**src/rtl/pops_pkg.sv**
```systemverilog
package pops_pkg;

    localparam int ADDR_W   = 8;
    localparam int DATA_W   = 32;
    localparam int NUM_CNT  = 8;
    localparam int NUM_OUT  = 7;
    localparam int FB_IDX   = 7;
    localparam int TAP_W    = 3;
    localparam int CNT_W    = 9;
    localparam int NUM_SYNC = 4;

    // synchroniser lanes
    localparam int SY_PRI   = 0;
    localparam int SY_BAK   = 1;
    localparam int SY_REQ   = 2;
    localparam int SY_SHIFT = 3;

    // register offsets (byte addresses)
    localparam logic [ADDR_W-1:0] OFS_CTRL     = 8'h00;
    localparam logic [ADDR_W-1:0] OFS_STATUS   = 8'h04;
    localparam logic [ADDR_W-1:0] OFS_STEP     = 8'h08;
    localparam logic [ADDR_W-1:0] OFS_CNT_BASE = 8'h20;

    // field positions
    localparam int CTRL_RUN_BIT  = 0;
    localparam int CTRL_MODE_LSB = 1;
    localparam int STEP_IDX_LSB  = 0;
    localparam int STEP_DIR_BIT  = 3;
    localparam int STEP_PEND_BIT = 4;

    // reset values
    localparam logic [CNT_W-1:0] CNT_HIGH_RST = 9'h001;
    localparam logic [CNT_W-1:0] CNT_LOW_RST  = 9'h001;
    localparam logic [CNT_W-1:0] CNT_INIT_RST = 9'h001;
    localparam logic [TAP_W-1:0] CNT_TAP_RST  = 3'h0;
    localparam logic             RUN_RST      = 1'b0;

    // timing
    localparam int CLK_MHZ      = 100;
    localparam int LOSS_TIME_NS = 200;
    localparam int LOSS_CYC     = (LOSS_TIME_NS * CLK_MHZ + 999) / 1000;
    localparam int LOSS_W       = 8;
    localparam logic [LOSS_W-1:0] LOSS_LIMIT = LOSS_W'(LOSS_CYC);
    localparam logic [1:0]        HOLD_LAST  = 2'h2;

    typedef enum logic [1:0] {
        POPS_MODE_MANUAL   = 2'h0,
        POPS_MODE_AUTO     = 2'h1,
        POPS_MODE_OVERRIDE = 2'h2
    } pops_mode_t;

    typedef enum logic [1:0] {
        POPS_SW_IDLE     = 2'h0,
        POPS_SW_GATE_OLD = 2'h1,
        POPS_SW_OPEN_NEW = 2'h3
    } pops_sw_state_t;

    typedef struct packed {
        logic [1:0]       pad;
        logic [CNT_W-1:0] init;
        logic [TAP_W-1:0] tap;
        logic [CNT_W-1:0] low;
        logic [CNT_W-1:0] high;
    } pops_cnt_cfg_t;

    typedef struct packed {
        logic busy;
        logic active;
        logic lost_bak;
        logic lost_pri;
    } pops_stat_t;

    localparam pops_cnt_cfg_t CNT_CFG_RST = '{
        pad:  2'h0,
        init: CNT_INIT_RST,
        tap:  CNT_TAP_RST,
        low:  CNT_LOW_RST,
        high: CNT_HIGH_RST
    };

endpackage : pops_pkg

```
**src/rtl/pops_top.sv**
```systemverilog
// Our own choices: the strobed register port and the placing of the registers.
`timescale 1ns/1ps

module pops_top
    import pops_pkg::*;
(
    input  wire logic              CLK_SYS,
    input  wire logic              RST,
    input  wire logic [ADDR_W-1:0] ADDR,
    input  wire logic [DATA_W-1:0] WR_DATA,
    input  wire logic              WR_STB,
    input  wire logic              RD_STB,
    output logic      [DATA_W-1:0] RD_DATA,
    input  wire logic              REF_CLOCK_PRIMARY,
    input  wire logic              REF_CLOCK_BACKUP,
    input  wire logic              SWITCH_REQUEST,
    input  wire logic              RECONFIG_SHIFT_CLOCK,
    output logic                   REF_MUX_OUT,
    output logic                   LOST_PRIMARY,
    output logic                   LOST_BACKUP,
    output logic                   ACTIVE_SOURCE,
    output logic      [NUM_OUT-1:0] DIV_OUT,
    output logic                   FEEDBACK_OUT
);

    function automatic logic cnt_hit(
        input logic [ADDR_W-1:0] addr,
        input int                idx
    );
        cnt_hit = (addr == OFS_CNT_BASE + ADDR_W'(idx * 4));
    endfunction : cnt_hit

    // pin synchronisers; stage three only feeds edge detection
    logic [NUM_SYNC-1:0] sync1_r;
    logic [NUM_SYNC-1:0] sync2_r;
    logic [NUM_SYNC-1:0] sync3_r;

    always_ff @(posedge CLK_SYS or posedge RST)
    begin
        if (RST)
        begin
            sync1_r <= '0;
            sync2_r <= '0;
            sync3_r <= '0;
        end
        else
        begin
            sync1_r <= {RECONFIG_SHIFT_CLOCK, SWITCH_REQUEST,
                        REF_CLOCK_BACKUP, REF_CLOCK_PRIMARY};
            sync2_r <= sync1_r;
            sync3_r <= sync2_r;
        end
    end

    wire [NUM_SYNC-1:0] rise = sync2_r & ~sync3_r;
    wire [NUM_SYNC-1:0] fall = ~sync2_r & sync3_r;

    // control registers
    logic                run_r;
    pops_mode_t          mode_r;
    pops_cnt_cfg_t       cfg_r [NUM_CNT];
    logic                step_pend_r;
    logic [TAP_W-1:0]    step_idx_r;
    logic                step_dir_r;
    logic [DATA_W-1:0]   rd_data_r;

    wire wr_ctrl = WR_STB && (ADDR == OFS_CTRL);
    wire wr_step = WR_STB && (ADDR == OFS_STEP);
    wire step_go = step_pend_r && rise[SY_SHIFT];

    // a new step request wins over completion of the previous one
    wire step_pend_nxt = wr_step ? 1'b1 : (step_go ? 1'b0 : step_pend_r);

    always_ff @(posedge CLK_SYS or posedge RST)
    begin
        if (RST)
        begin
            run_r       <= RUN_RST;
            mode_r      <= POPS_MODE_MANUAL;
            step_pend_r <= 1'b0;
            step_idx_r  <= '0;
            step_dir_r  <= 1'b0;
        end
        else
        begin
            if (wr_ctrl)
            begin
                run_r  <= WR_DATA[CTRL_RUN_BIT];
                mode_r <= pops_mode_t'(WR_DATA[CTRL_MODE_LSB +: 2]);
            end
            if (wr_step)
            begin
                step_idx_r <= WR_DATA[STEP_IDX_LSB +: TAP_W];
                step_dir_r <= WR_DATA[STEP_DIR_BIT];
            end
            step_pend_r <= step_pend_nxt;
        end
    end

    // oscillator model: one period spans eight system cycles, one per tap
    logic [TAP_W-1:0] phase_r;

    always_ff @(posedge CLK_SYS or posedge RST)
    begin
        if (RST)
            phase_r <= '0;
        else
            phase_r <= phase_r + 3'h1;
    end

    // post-scale counters 0..6 and feedback counter 7
    logic [NUM_CNT-1:0] cnt_out_r;
    logic [NUM_CNT-1:0] cnt_hi_r;
    logic [CNT_W-1:0]   cnt_val_r [NUM_CNT];
    logic [CNT_W-1:0]   cnt_dly_r [NUM_CNT];

    genvar g;
    generate
        for (g = 0; g < NUM_CNT; g++)
        begin : g_cnt
            wire            wr_cfg  = WR_STB && cnt_hit(ADDR, g);
            wire            step_me = step_go && (step_idx_r == TAP_W'(g));
            wire [TAP_W-1:0] tap_up = cfg_r[g].tap + 3'h1;
            wire [TAP_W-1:0] tap_dn = cfg_r[g].tap - 3'h1;
            pops_cnt_cfg_t  cfg_stepped;
            pops_cnt_cfg_t  cfg_nxt;
            always_comb
            begin
                cfg_stepped     = cfg_r[g];
                cfg_stepped.tap = step_dir_r ? tap_dn : tap_up;
            end
            assign cfg_nxt = wr_cfg  ? pops_cnt_cfg_t'(WR_DATA) :
                             step_me ? cfg_stepped : cfg_r[g];

            // each counter ticks on its own oscillator tap
            wire tick   = (phase_r == cfg_r[g].tap);
            wire in_dly = (cnt_dly_r[g] != '0);
            wire last   = (cnt_val_r[g] == 9'h001);

            wire [CNT_W-1:0] dly_nxt =
                !run_r        ? cfg_r[g].init - 9'h001 :
                (tick && in_dly) ? cnt_dly_r[g] - 9'h001 : cnt_dly_r[g];

            wire run_tick = run_r && tick && !in_dly;

            // high count then low count; divide value is their sum
            wire [CNT_W-1:0] val_nxt =
                !run_r    ? cfg_r[g].high :
                !run_tick ? cnt_val_r[g] :
                last      ? (cnt_hi_r[g] ? cfg_r[g].low : cfg_r[g].high) :
                            cnt_val_r[g] - 9'h001;

            wire hi_nxt  = !run_r ? 1'b1 :
                           (run_tick && last) ? ~cnt_hi_r[g] : cnt_hi_r[g];
            wire out_nxt = !run_r ? 1'b0 :
                           run_tick ? cnt_hi_r[g] : cnt_out_r[g];

            always_ff @(posedge CLK_SYS or posedge RST)
            begin
                if (RST)
                begin
                    cfg_r[g]     <= CNT_CFG_RST;
                    cnt_dly_r[g] <= '0;
                    cnt_val_r[g] <= CNT_HIGH_RST;
                    cnt_hi_r[g]  <= 1'b1;
                    cnt_out_r[g] <= 1'b0;
                end
                else
                begin
                    cfg_r[g]     <= cfg_nxt;
                    cnt_dly_r[g] <= dly_nxt;
                    cnt_val_r[g] <= val_nxt;
                    cnt_hi_r[g]  <= hi_nxt;
                    cnt_out_r[g] <= out_nxt;
                end
            end
        end
    endgenerate

    // clock sense: a reference is lost after LOSS_CYC cycles with no rise
    logic [LOSS_W-1:0] loss_cnt_r [2];
    logic [1:0]        lost_r;

    generate
        for (g = 0; g < 2; g++)
        begin : g_sense
            wire stale = (loss_cnt_r[g] == LOSS_LIMIT);
            wire [LOSS_W-1:0] loss_nxt =
                rise[g] ? '0 : (stale ? loss_cnt_r[g] : loss_cnt_r[g] + 8'h01);
            always_ff @(posedge CLK_SYS or posedge RST)
            begin
                if (RST)
                begin
                    loss_cnt_r[g] <= '0;
                    lost_r[g]     <= 1'b0;
                end
                else
                begin
                    loss_cnt_r[g] <= loss_nxt;
                    lost_r[g]     <= (loss_nxt == LOSS_LIMIT);
                end
            end
        end
    endgenerate

    // switchover control; the backup source is whatever sits on lane one
    pops_sw_state_t sw_state_r;
    pops_sw_state_t sw_state_nxt;
    logic           sel_r;
    logic           sel_nxt;
    logic           gate_r;
    logic           gate_nxt;
    logic           arm_r;
    logic [1:0]     hold_r;
    logic           mux_r;

    wire req      = sync2_r[SY_REQ];
    wire req_rise = rise[SY_REQ];
    wire cur_lost = sel_r ? lost_r[SY_BAK] : lost_r[SY_PRI];
    wire new_ok   = sel_r ? !lost_r[SY_PRI] : !lost_r[SY_BAK];
    wire cur_rise = sel_r ? rise[SY_BAK] : rise[SY_PRI];
    wire old_fall = sel_r ? fall[SY_BAK] : fall[SY_PRI];
    wire new_fall = sel_r ? fall[SY_PRI] : fall[SY_BAK];

    wire mode_man  = (mode_r == POPS_MODE_MANUAL);
    wire mode_auto = (mode_r == POPS_MODE_AUTO);
    wire mode_ovr  = (mode_r == POPS_MODE_OVERRIDE);

    wire auto_trig = (mode_auto || (mode_ovr && !req))
                     && cur_lost && new_ok;
    wire man_trig  = mode_man && arm_r && req && cur_rise
                     && (hold_r == HOLD_LAST);
    wire ovr_trig  = mode_ovr && req_rise;
    wire trig      = auto_trig || man_trig || ovr_trig;

    // manual request qualification counts rises of the selected reference
    always_ff @(posedge CLK_SYS or posedge RST)
    begin
        if (RST)
        begin
            arm_r  <= 1'b0;
            hold_r <= '0;
        end
        else if (!mode_man || !req)
        begin
            arm_r  <= 1'b0;
            hold_r <= '0;
        end
        else if (req_rise)
        begin
            arm_r  <= 1'b1;
            hold_r <= '0;
        end
        else if (arm_r && cur_rise)
        begin
            arm_r  <= (hold_r != HOLD_LAST);
            hold_r <= hold_r + 2'h1;
        end
    end

    always_comb
    begin
        sw_state_nxt = sw_state_r;
        sel_nxt      = sel_r;
        gate_nxt     = gate_r;
        case (sw_state_r)
            POPS_SW_IDLE:
            begin
                if (trig)
                    sw_state_nxt = POPS_SW_GATE_OLD;
            end
            POPS_SW_GATE_OLD:
            begin
                // a stopped clock never falls again, so gate at once
                if (old_fall || cur_lost)
                begin
                    gate_nxt     = 1'b0;
                    sw_state_nxt = POPS_SW_OPEN_NEW;
                end
            end
            POPS_SW_OPEN_NEW:
            begin
                if (new_ok && new_fall)
                begin
                    sel_nxt      = ~sel_r;
                    gate_nxt     = 1'b1;
                    sw_state_nxt = POPS_SW_IDLE;
                end
            end
            default:
            begin
                sw_state_nxt = POPS_SW_IDLE;
                gate_nxt     = 1'b1;
            end
        endcase
    end

    // the reference is passed through as sampled, forced low while gate_nxt is clear
    wire mux_nxt = gate_nxt && (sel_nxt ? sync2_r[SY_BAK] : sync2_r[SY_PRI]);

    always_ff @(posedge CLK_SYS or posedge RST)
    begin
        if (RST)
        begin
            sw_state_r <= POPS_SW_IDLE;
            sel_r      <= 1'b0;
            gate_r     <= 1'b1;
            mux_r      <= 1'b0;
        end
        else
        begin
            sw_state_r <= sw_state_nxt;
            sel_r      <= sel_nxt;
            gate_r     <= gate_nxt;
            mux_r      <= mux_nxt;
        end
    end

    // register read port, data one cycle after the strobe
    pops_stat_t stat;
    assign stat = '{
        busy:     (sw_state_r != POPS_SW_IDLE),
        active:   sel_r,
        lost_bak: lost_r[SY_BAK],
        lost_pri: lost_r[SY_PRI]
    };

    logic [DATA_W-1:0] cnt_rd;
    always_comb
    begin
        cnt_rd = '0;
        for (int i = 0; i < NUM_CNT; i++)
        begin
            if (cnt_hit(ADDR, i))
                cnt_rd = cfg_r[i];
        end
    end

    wire [DATA_W-1:0] rd_sel =
        (ADDR == OFS_CTRL)   ? {29'h0, 2'(mode_r), run_r} :
        (ADDR == OFS_STATUS) ? {28'h0, stat} :
        (ADDR == OFS_STEP)   ? {27'h0, step_pend_r, step_dir_r, step_idx_r} :
                               cnt_rd;

    always_ff @(posedge CLK_SYS or posedge RST)
    begin
        if (RST)
            rd_data_r <= '0;
        else
            rd_data_r <= RD_STB ? rd_sel : '0;
    end

    assign RD_DATA       = rd_data_r;
    assign REF_MUX_OUT   = mux_r;
    assign LOST_PRIMARY  = lost_r[SY_PRI];
    assign LOST_BACKUP   = lost_r[SY_BAK];
    assign ACTIVE_SOURCE = sel_r;
    assign DIV_OUT       = cnt_out_r[NUM_OUT-1:0];
    assign FEEDBACK_OUT  = cnt_out_r[FB_IDX];

endmodule : pops_top

```
**config.mk**
```make
export PLATFORM = sky130hd
export DESIGN_NAME = pops_top
export DESIGN_NICKNAME = d
export VERILOG_FILES = /design/src/rtl/pops_pkg.sv /design/src/rtl/pops_top.sv
export SDC_FILE = /design/constraint.sdc
export NUM_CORES = 1
export LEC_CHECK = 0
export ABC_AREA = 1
export CORE_ASPECT_RATIO = 0.7
export CORE_UTILIZATION = 45
export CTS_BUF_LIST = sky130_fd_sc_hd__clkbuf_16
export DETAILED_ROUTE_END_ITERATION = 16
export DONT_BUFFER_PORTS = 1
export GPL_TIMING_DRIVEN = 1
export PLACE_DENSITY = 0.65
export RECOVER_POWER = 25
export SYNTH_ARGS = -nofsm -noshare
export SYNTH_HDL_FRONTEND = slang
export SYNTH_SLANG_ARGS = --single-unit
```
**constraint.sdc**
```tcl
create_clock -name CLK_SYS -period 24.5 [get_ports CLK_SYS]
set_input_delay 4.9 -clock CLK_SYS [delete_from_list [all_inputs] [get_ports CLK_SYS]]
set_output_delay 4.9 -clock CLK_SYS [all_outputs]
set_load 0.005 [all_outputs]
```
Yosys cells after proc, flatten, opt, wreduce, memory -nomap -nowiden
Cells that the tools add are included.

storage, ports and cells
  output and inout bits = 44
  flip-flop bits (word level) = 497
  input bits = 48

operators by class
  bitwise operators = 13
  muxes and demuxes = 143
  $add $sub $neg = 44
  reductions and logical operators = 103
  eq/ne operators = 70

operators with widths
  operator                                                            count
  32-bit 2-to-1 mux                                                   20
  9-bit 2-to-1 mux                                                    48
  9-bit by 1-bit subtractor with 9-bit output, second input constant  24
  21-bit 2-to-1 mux                                                   8
  9-bit by 1-bit == test with 1-bit output, second input constant     8
  9-bit nonzero test                                                  8
  8-bit by 6-bit == test with 1-bit output, second input constant     8
  1-bit logical AND                                                   62
  2-bit by 1-bit != test with 1-bit output, second input constant     24
  1-bit 2-to-1 mux                                                    47
  8-bit by 5-bit == test with 1-bit output, second input constant     4
  8-bit 2-to-1 mux                                                    4
  3-bit by 1-bit adder with 3-bit output, second input constant       9
  3-bit == test                                                       8
  3-bit 2-to-1 mux                                                    8
  3-bit by 1-bit subtractor with 3-bit output, second input constant  8
  2-bit nonzero test                                                  10
  8-bit by 1-bit adder with 8-bit output, second input constant       2
  3-bit == test, second input constant                                4
  1-bit zero test                                                     12
  2-bit 2-to-1 mux                                                    6
  1-bit inverter                                                      9
  8-bit by 3-bit == test with 1-bit output, second input constant     1
  8-bit by 4-bit == test with 1-bit output, second input constant     1
  18 further kinds                                                    30

Longest topological paths before layout
Gate-level depths: netlist of run 1.

  depth after elaboration = 13
  depth in mapped cells = 14
  gate-level depth less buffers = 12

Worst setup path after synthesis of run 1
OpenSTA, ideal clock, no wires.

  kind = input to register
  start point = in ADDR[6]
  end point = reg rd_data_r[10] (netlist: RD_DATA[10])
  data arrival time = 6,026 ps
  path slack = 18,361 ps
  buffers on the path = 1
  stages = 13
  library setup time = 113 ps
  cell sequence = inv_1 -> nand2_1 -> nor3_2 -> inv_1 -> nor2_1 -> nor2_1 -> nand2_1 -> nor2_2 -> inv_2 -> buf_4 -> nor2_1 -> nand2_1 -> inv_1

between the ends
  cells in the longest elaborated chain, start to end = 13
  elaborated cells on any way between the ends = 23

ends and longest elaborated chain
  item                                      line             source
  start: declaration                        pops_top.sv:9    input wire logic [ADDR_W-1:0] ADDR,
  8-bit by 6-bit == test with 1-bit output  pops_top.sv:30   cnt_hit = (addr == OFS_CNT_BASE + ADDR_W'(idx * 4));
  32-bit 2-to-1 mux (8 in series)           pops_top.sv:334  if (cnt_hit(ADDR, i))
  32-bit 2-to-1 mux                         pops_top.sv:342  (ADDR == OFS_STEP) ? {27'h0, step_pend_r, step_dir_r, step_idx_r} :
  32-bit 2-to-1 mux                         pops_top.sv:341  (ADDR == OFS_STATUS) ? {28'h0, stat} :
  32-bit 2-to-1 mux *                       pops_top.sv:340  (ADDR == OFS_CTRL) ? {29'h0, 2'(mode_r), run_r} :
  32-bit 2-to-1 mux *                       pops_top.sv:350  rd_data_r <= RD_STB ? rd_sel : '0;
  end signal: assignment                    pops_top.sv:350
  end: declaration                          pops_top.sv:65   logic [DATA_W-1:0] rd_data_r;

Mark *: on every way between the ends. The rest lies on a longest branch, timed or not.
A chain may end at the register's enable or synchronous reset.

==> results.yml, run 1 <==
run_status:
  violations: "capacitance limit, slew limit"
  status: "complete, but fails checks"
cells_and_area:
  drive_above_1_share_pct: 5.951
  final_cell_area_sq_mm: 0.02881
  final_cell_mix: "nand2_1 (921), o21ai_0 (465), dfrtp_1 (456), inv_1 (397), nor2_1 (225)"
  layout_commonest_cell: "nand2_1"
  syn_to_final_growth_pct: 7.374
  final_net_count: 3456
  utilization_pct: 49.15
synth:
  ys_ff_latch: 497
  synth_ff_type: "dfrtp_1"
  synth_cell_types: 53
  avgSynthCellArea_sq_um: 7.803
  ys_seq_area_share_pct: 46.55
  async_flop_share_pct: 100.0
  synth-edff-count: 0
  syn_nets: 3524
  syn_inst: 3438
  netlist_area_sq_mm: 0.02683
  ys_warn_count: 0
cts:
  cts_max_level: 2
  root_buffer: "clkbuf_16"
  clock-sinks: 497
  clock_latency_ps: 610
  hold_buffers: 0
  cts.reportedPaths.clkPinSlew_ps: 60
  post_cts_resized: 0
  cts_max_path_buffers: 3
  cts_tree: "yes"
  numCtsBuffers: 52
  cts_setup_buffers: 0
setup_path:
  required_ps: 25100
  worst-setup-path-type: "input pin to asynchronous set/reset pin"
  worstReg2RegStart: "run_r$_DFFE_PP0P_"
  reg2reg_to: "cnt_val_r[26]$_DFFE_PP0P_"
  r2r_slack_ps: 18210
  crit_start: "RST"
  arrival_ps: 9560
  worstSetupStartpointType: "input pin"
  cp_max_fo: 106
  crit_path_end_kind: "asynchronous set/reset pin"
  cp-endpoint: "cfg_r[237]$_DFFE_PP0P_"
  worstRegToRegCells: 11
floorplan:
  die_y_microns: 206.3
  row_count: 74
  core_area_sq_mm: 0.05861
  dieWidth_microns: 293.8
  die-area_sq_mm: 0.06061
  ioPinCount: 92
  initial_core_util_pct: 45.77
routing:
  firstDrtPassIters: 6
  num_vias: 23394
  drt_iter0_drc: 2686
  wl_microns: 83800
  wl_per_cell_microns: 19.90
  drcViolationCount: 0
  ant_nets: 0
  viasPerCell: 5.555
place:
  dp_hpwl_microns: 61190
  place_congestion: 0.9550
  portBuffers: 0
  placed_cell_area_sq_mm: 0.02728
pwr:
  peakVddDrop_mv: 0.04840
  p_leak_nw: 13.37
  power_density_mw_per_mm2: 70.66
run:
  cap_violations: 5
sta:
  setup_viol: 0
  setup_tns_ps: 0
  worstMarginPinSlew_ps: 4899
  fin_crit_ps: 8957
  relSlewSlack_pct: -228.4
  drv_slew: 311
  period_share_pct: 36.56
  hold_violations: 0
  fmax_ghz: 0.1116
  skew_ps: 18.85
  rsz0062_at_grt: "no"
global_route:
  antenna_found_initial: 5
  grt_pass1_wl_microns: 127900
  grt_pass1_vias: 20982
  gr-total-overflow: 0
  track_usage_pct: 27.70
  grt_max_degree: 107
hold_path:
  hold_class: "flop to flop"
## layer usage
metal	up-vias	wire length, microns	global-route usage, %
li1	11111	-	-
met1	11115	39540	42.73
met2	1052	31650	35.69
met4	4	1737	6.622
met5	-	31	0
met3	112	10850	10.15
## worst min path at each step
stage | from | endpoint | slack, ps | depth (start not counted)
final | sync1_r[1]$_DFF_PP0_ | sync2_r[1]$_DFF_PP0_ | 350 | 0
after global routing | sync1_r[0]$_DFF_PP0_ | sync2_r[0]$_DFF_PP0_ | 360 | 0
after floorplan | sync1_r[0]$_DFF_PP0_ | sync2_r[0]$_DFF_PP0_ | 330 | 0
after detailed placement | sync1_r[1]$_DFF_PP0_ | sync2_r[1]$_DFF_PP0_ | 340 | 0
after CTS | sync1_r[1]$_DFF_PP0_ | sync2_r[1]$_DFF_PP0_ | 350 | 0
after global placement | sync1_r[2]$_DFF_PP0_ | sync2_r[2]$_DFF_PP0_ | 330 | 0
## sequential cells by signal (all words and copies together), names as in the netlist, 2 cells and up
name,count
sync2_r,4
cfg_r,256
sync3_r,4
mode_r,2
RD_DATA,32
step_idx_r,3
cnt_hi_r,8
loss_cnt_r,16
sync1_r,4
sw_state_r,2
phase_r,3
cnt_dly_r,72
hold_r,2
DIV_OUT,7
cnt_val_r,72
## kinds of logic after synthesis
| logic type | synth area share, % |
|---|---|
| xor gates and xnor gates | 3.657 |
| and+or+nand+nor | 23.05 |
| DFF | 46.55 |
| muxes | 0.4104 |
| buffers and inverters | 8.260 |
| adders and majority gates | 1.996 |
| AOI/OAI and AO/OA | 16.08 |
## critical path, stage by stage
cell and delay [ps]:
clkinvlp_2 2650, buf_4 970, buf_4 850
## stage by stage
stage                     std cells  total power, mW  hold slack, ps  setup slack (ps)
after global routing           4209            2.132           360.6             14540
final                          4211            2.035           348.4             15540
after floorplan                3438            1.188           331.2              5793
after CTS                      4209            2.043           349.5             17310
after global placement         4114            1.266           332.4             16820
after detailed placement       4114            1.271           336.2             16700
## report_power, final
group / internal (mW) / switching, mW
clock: 0.433 / 0.343
sequential: 0.898 / 0.0645
combinational: 0.103 / 0.194
## synthesized netlist by cell type, types with 46 or more instances
library cell  count  share of area, %
nand4_1          66               1.5
buf_2            47              0.88
nand2_1         916                13
dfrtp_1         456                43
o211ai_1         84               2.4
inv_1           382               5.3
xor2_1           66               2.2
xnor2_1          46               1.5
o21ai_1          64               1.2
a21oi_1          98               1.8
nor2_1          220               3.1
clkbuf_1         71              0.99
o21ai_0         444               8.3
nand3_1         170               3.2
## layout make-up
type,count,area (sq um)
clock inverters,42,292.8
well taps,798,998.5
flip-flops and latches,497,12490
clock buffers,53,1326
repair buffers,16,105.1
inverters,408,1534
fillers,5665,29800
multi-input cells,2395,12060
diodes,2,5.005
No activity file was read; power rests on OpenSTA's default activity.
==> run 2, diff against run 1 <==
Clock period 24.5 ns to 9.24 ns, I/O delays scaled along.
==> results.yml, run 2 (synthesized netlist as in run 1, its figures left out) <==
run_status:
  status: "complete, but fails checks"
  violations: "capacitance limit, slew limit"
cells_and_area:
  final_cell_mix: "nand2_1 (924), dfrtp_1 (456), o21ai_0 (453), inv_1 (386), nor2_1 (227)"
  drive_above_1_share_pct: 6.411
  largest_reg_flops: 256
  layout_commonest_cell: "nand2_1"
  largestRegisters: "cfg_r x256, cnt_dly_r x72, cnt_val_r x72"
  top_register: "cfg_r"
  final_net_count: 3458
  syn_to_final_growth_pct: 8.265
setup_path:
  cp-endpoint: "cnt_val_r[26]$_DFFE_PP0P_"
  r2r_slack_ps: 3430
  crit_family: "buffers and inverters"
  crit_buf_inv: 4
  worstRegToRegCells: 11
  cpPeakStageDelay_ps: 1360
  worst-setup-path-type: "flop to flop"
  crit_path_top_delay_cell: "clkbuf_1"
  worstReg2RegStart: "run_r$_DFFE_PP0P_"
  worstSetupStartpointType: "flop"
  cp.depth: 11
  crit_start: "run_r$_DFFE_PP0P_"
  cp_cell_sequence: "clkinvlp_2, clkbuf_1, nor2_1, inv_1, nor3_2, nand2_1, nand2_2, inv_2, a21oi_2, nand2_1, nand2_1"
  reg2reg_to: "cnt_val_r[26]$_DFFE_PP0P_"
  required_ps: 9810
  arrival_ps: 6380
  cp_max_fo: 54
  cp_common_cell: "nand2_1"
  crit_path_end_kind: "flop"
floorplan:
  row_count: 74
  die-area_sq_mm: 0.06061
  die_y_microns: 206.3
  core_area_sq_mm: 0.05861
  initial_core_util_pct: 45.77
  ioPinCount: 92
  dieWidth_microns: 293.8
place:
  dp_hpwl_microns: 60140
  portBuffers: 0
  place_congestion: 0.9706
  pre_cts_slack_ps: 4508
routing:
  firstDrtPassIters: 6
  top_layer_used: "met4"
  m1WireLength_microns: 39870
  wl_per_cell_microns: 19.68
  dr_wl_met3_microns: 10150
  wl_met2_microns: 31530
  wl_microns: 82960
  viasPerCell: 5.524
  num_vias: 23285
  drt_iter0_drc: 2873
  ant_nets: 0
  drcViolationCount: 0
sta:
  relSlewSlack_pct: -133.6
  setup_tns_ps: 0
  fin_ws_ps: 3430
  period_share_pct: 62.88
  fin_crit_ps: 5810
  setup_viol: 0
  hold_violations: 0
  rsz0062_at_grt: "no"
  drv_slew: 270
  fmax_ghz: 0.1721
  worstMarginPinSlew_ps: 3504
  skew_ps: 32.41
global_route:
  grt_max_degree: 173
  antenna_found_initial: 3
  grt_pass1_wl_microns: 127100
  gr-total-overflow: 0
  track_usage_pct: 27.47
  grt_pass1_vias: 20592
cts:
  post_cts_resized: 0
  cts.reportedPaths.clkPinSlew_ps: 60
  numCtsBuffers: 52
  clock_latency_ps: 640
  cts_tree: "yes"
  cts_max_path_buffers: 3
  cts_max_level: 2
  clock-sinks: 497
  cts_setup_buffers: 0
  root_buffer: "clkbuf_16"
  hold_buffers: 0
pwr:
  p_leak_nw: 13.45
  peakVddDrop_mv: 0.1500
  p_total_mw: 5.691
  power_density_mw_per_mm2: 196.0
hold_path:
  hold_class: "flop to flop"
  min-delay-start: "sync1_r[2]$_DFF_PP0_"
run:
  cap_violations: 5
==> run 2: cell count changes in the layout (fill, tap and decap cells not counted), moves of 3 or more <==
cell / delta
o21ai_0: -12
o21ai_1: +12
inv_1: -11
clkinv_1: -9
bufinv_16: +8
clkinv_2: +6
clkinvlp_4: +4
clkinv_8: +3
nand2_1: +3
nand2_2: -3
nor2_4: -3
nor3_1: +3
==> run 2: final cells by class <==
cell class                      count  area [sq um]
Fill cell                        5728         29560
Multi-Input combinational cell   2395         12000
Inverter                          408          1534
Clock inverter                     46         588.1
Clock buffer                       52          1301
Antenna cell                        1         2.502
Sequential cell                   497         12490
Tap cell                          798         998.5
Timing Repair Buffer               18         132.6
==> run 2: layer usage <==
metal | track usage (%) | up-vias
met3 | 8.678 | 91
met4 | 6.269 | 0
met2 | 34.81 | 1044
li1 | - | 11115
met5 | 0 | -
met1 | 43.85 | 11035
==> run 2: worst min path at each step <==
stage	end	slack, ps	depth (start not counted)
CTS	sync2_r[2]$_DFF_PP0_	350	0
global placement	sync2_r[0]$_DFF_PP0_	330	0
floorplan	sync2_r[0]$_DFF_PP0_	330	0
finish	sync2_r[2]$_DFF_PP0_	350	0
detailed placement	sync2_r[2]$_DFF_PP0_	340	0
global route	sync2_r[0]$_DFF_PP0_	370	0
==> run 2: report_power, final <==
group / leakage, nW / total, mW / internal [mW] / switching [mW]
sequential: 6.28 / 2.55 / 2.38 / 0.171
combinational: 6.24 / 0.782 / 0.273 / 0.509
clock: 0.931 / 2.36 / 1.37 / 0.982
==> run 2: worst reg2reg max path, delay by kind of cell (launching register included) <==
kind | cells | cell delay (ps)
buf+inv | 4 | 2940
simple gates | 6 | 1490
flops | 1 | 1200
compound gates | 1 | 120
==> run 2: per-stage QoR <==
step / util, % / cells / area (sq um) / hold WS [ps]
after CTS: 49.81 / 4214 / 29200 / 350.9
after global placement: 46.59 / 4116 / 27310 / 334.8
after global routing: 49.55 / 4214 / 29040 / 365.6
after detailed placement: 46.59 / 4116 / 27310 / 336.5
final: 49.56 / 4215 / 29040 / 349.0
after floorplan: - / 3438 / 26830 / 331.2
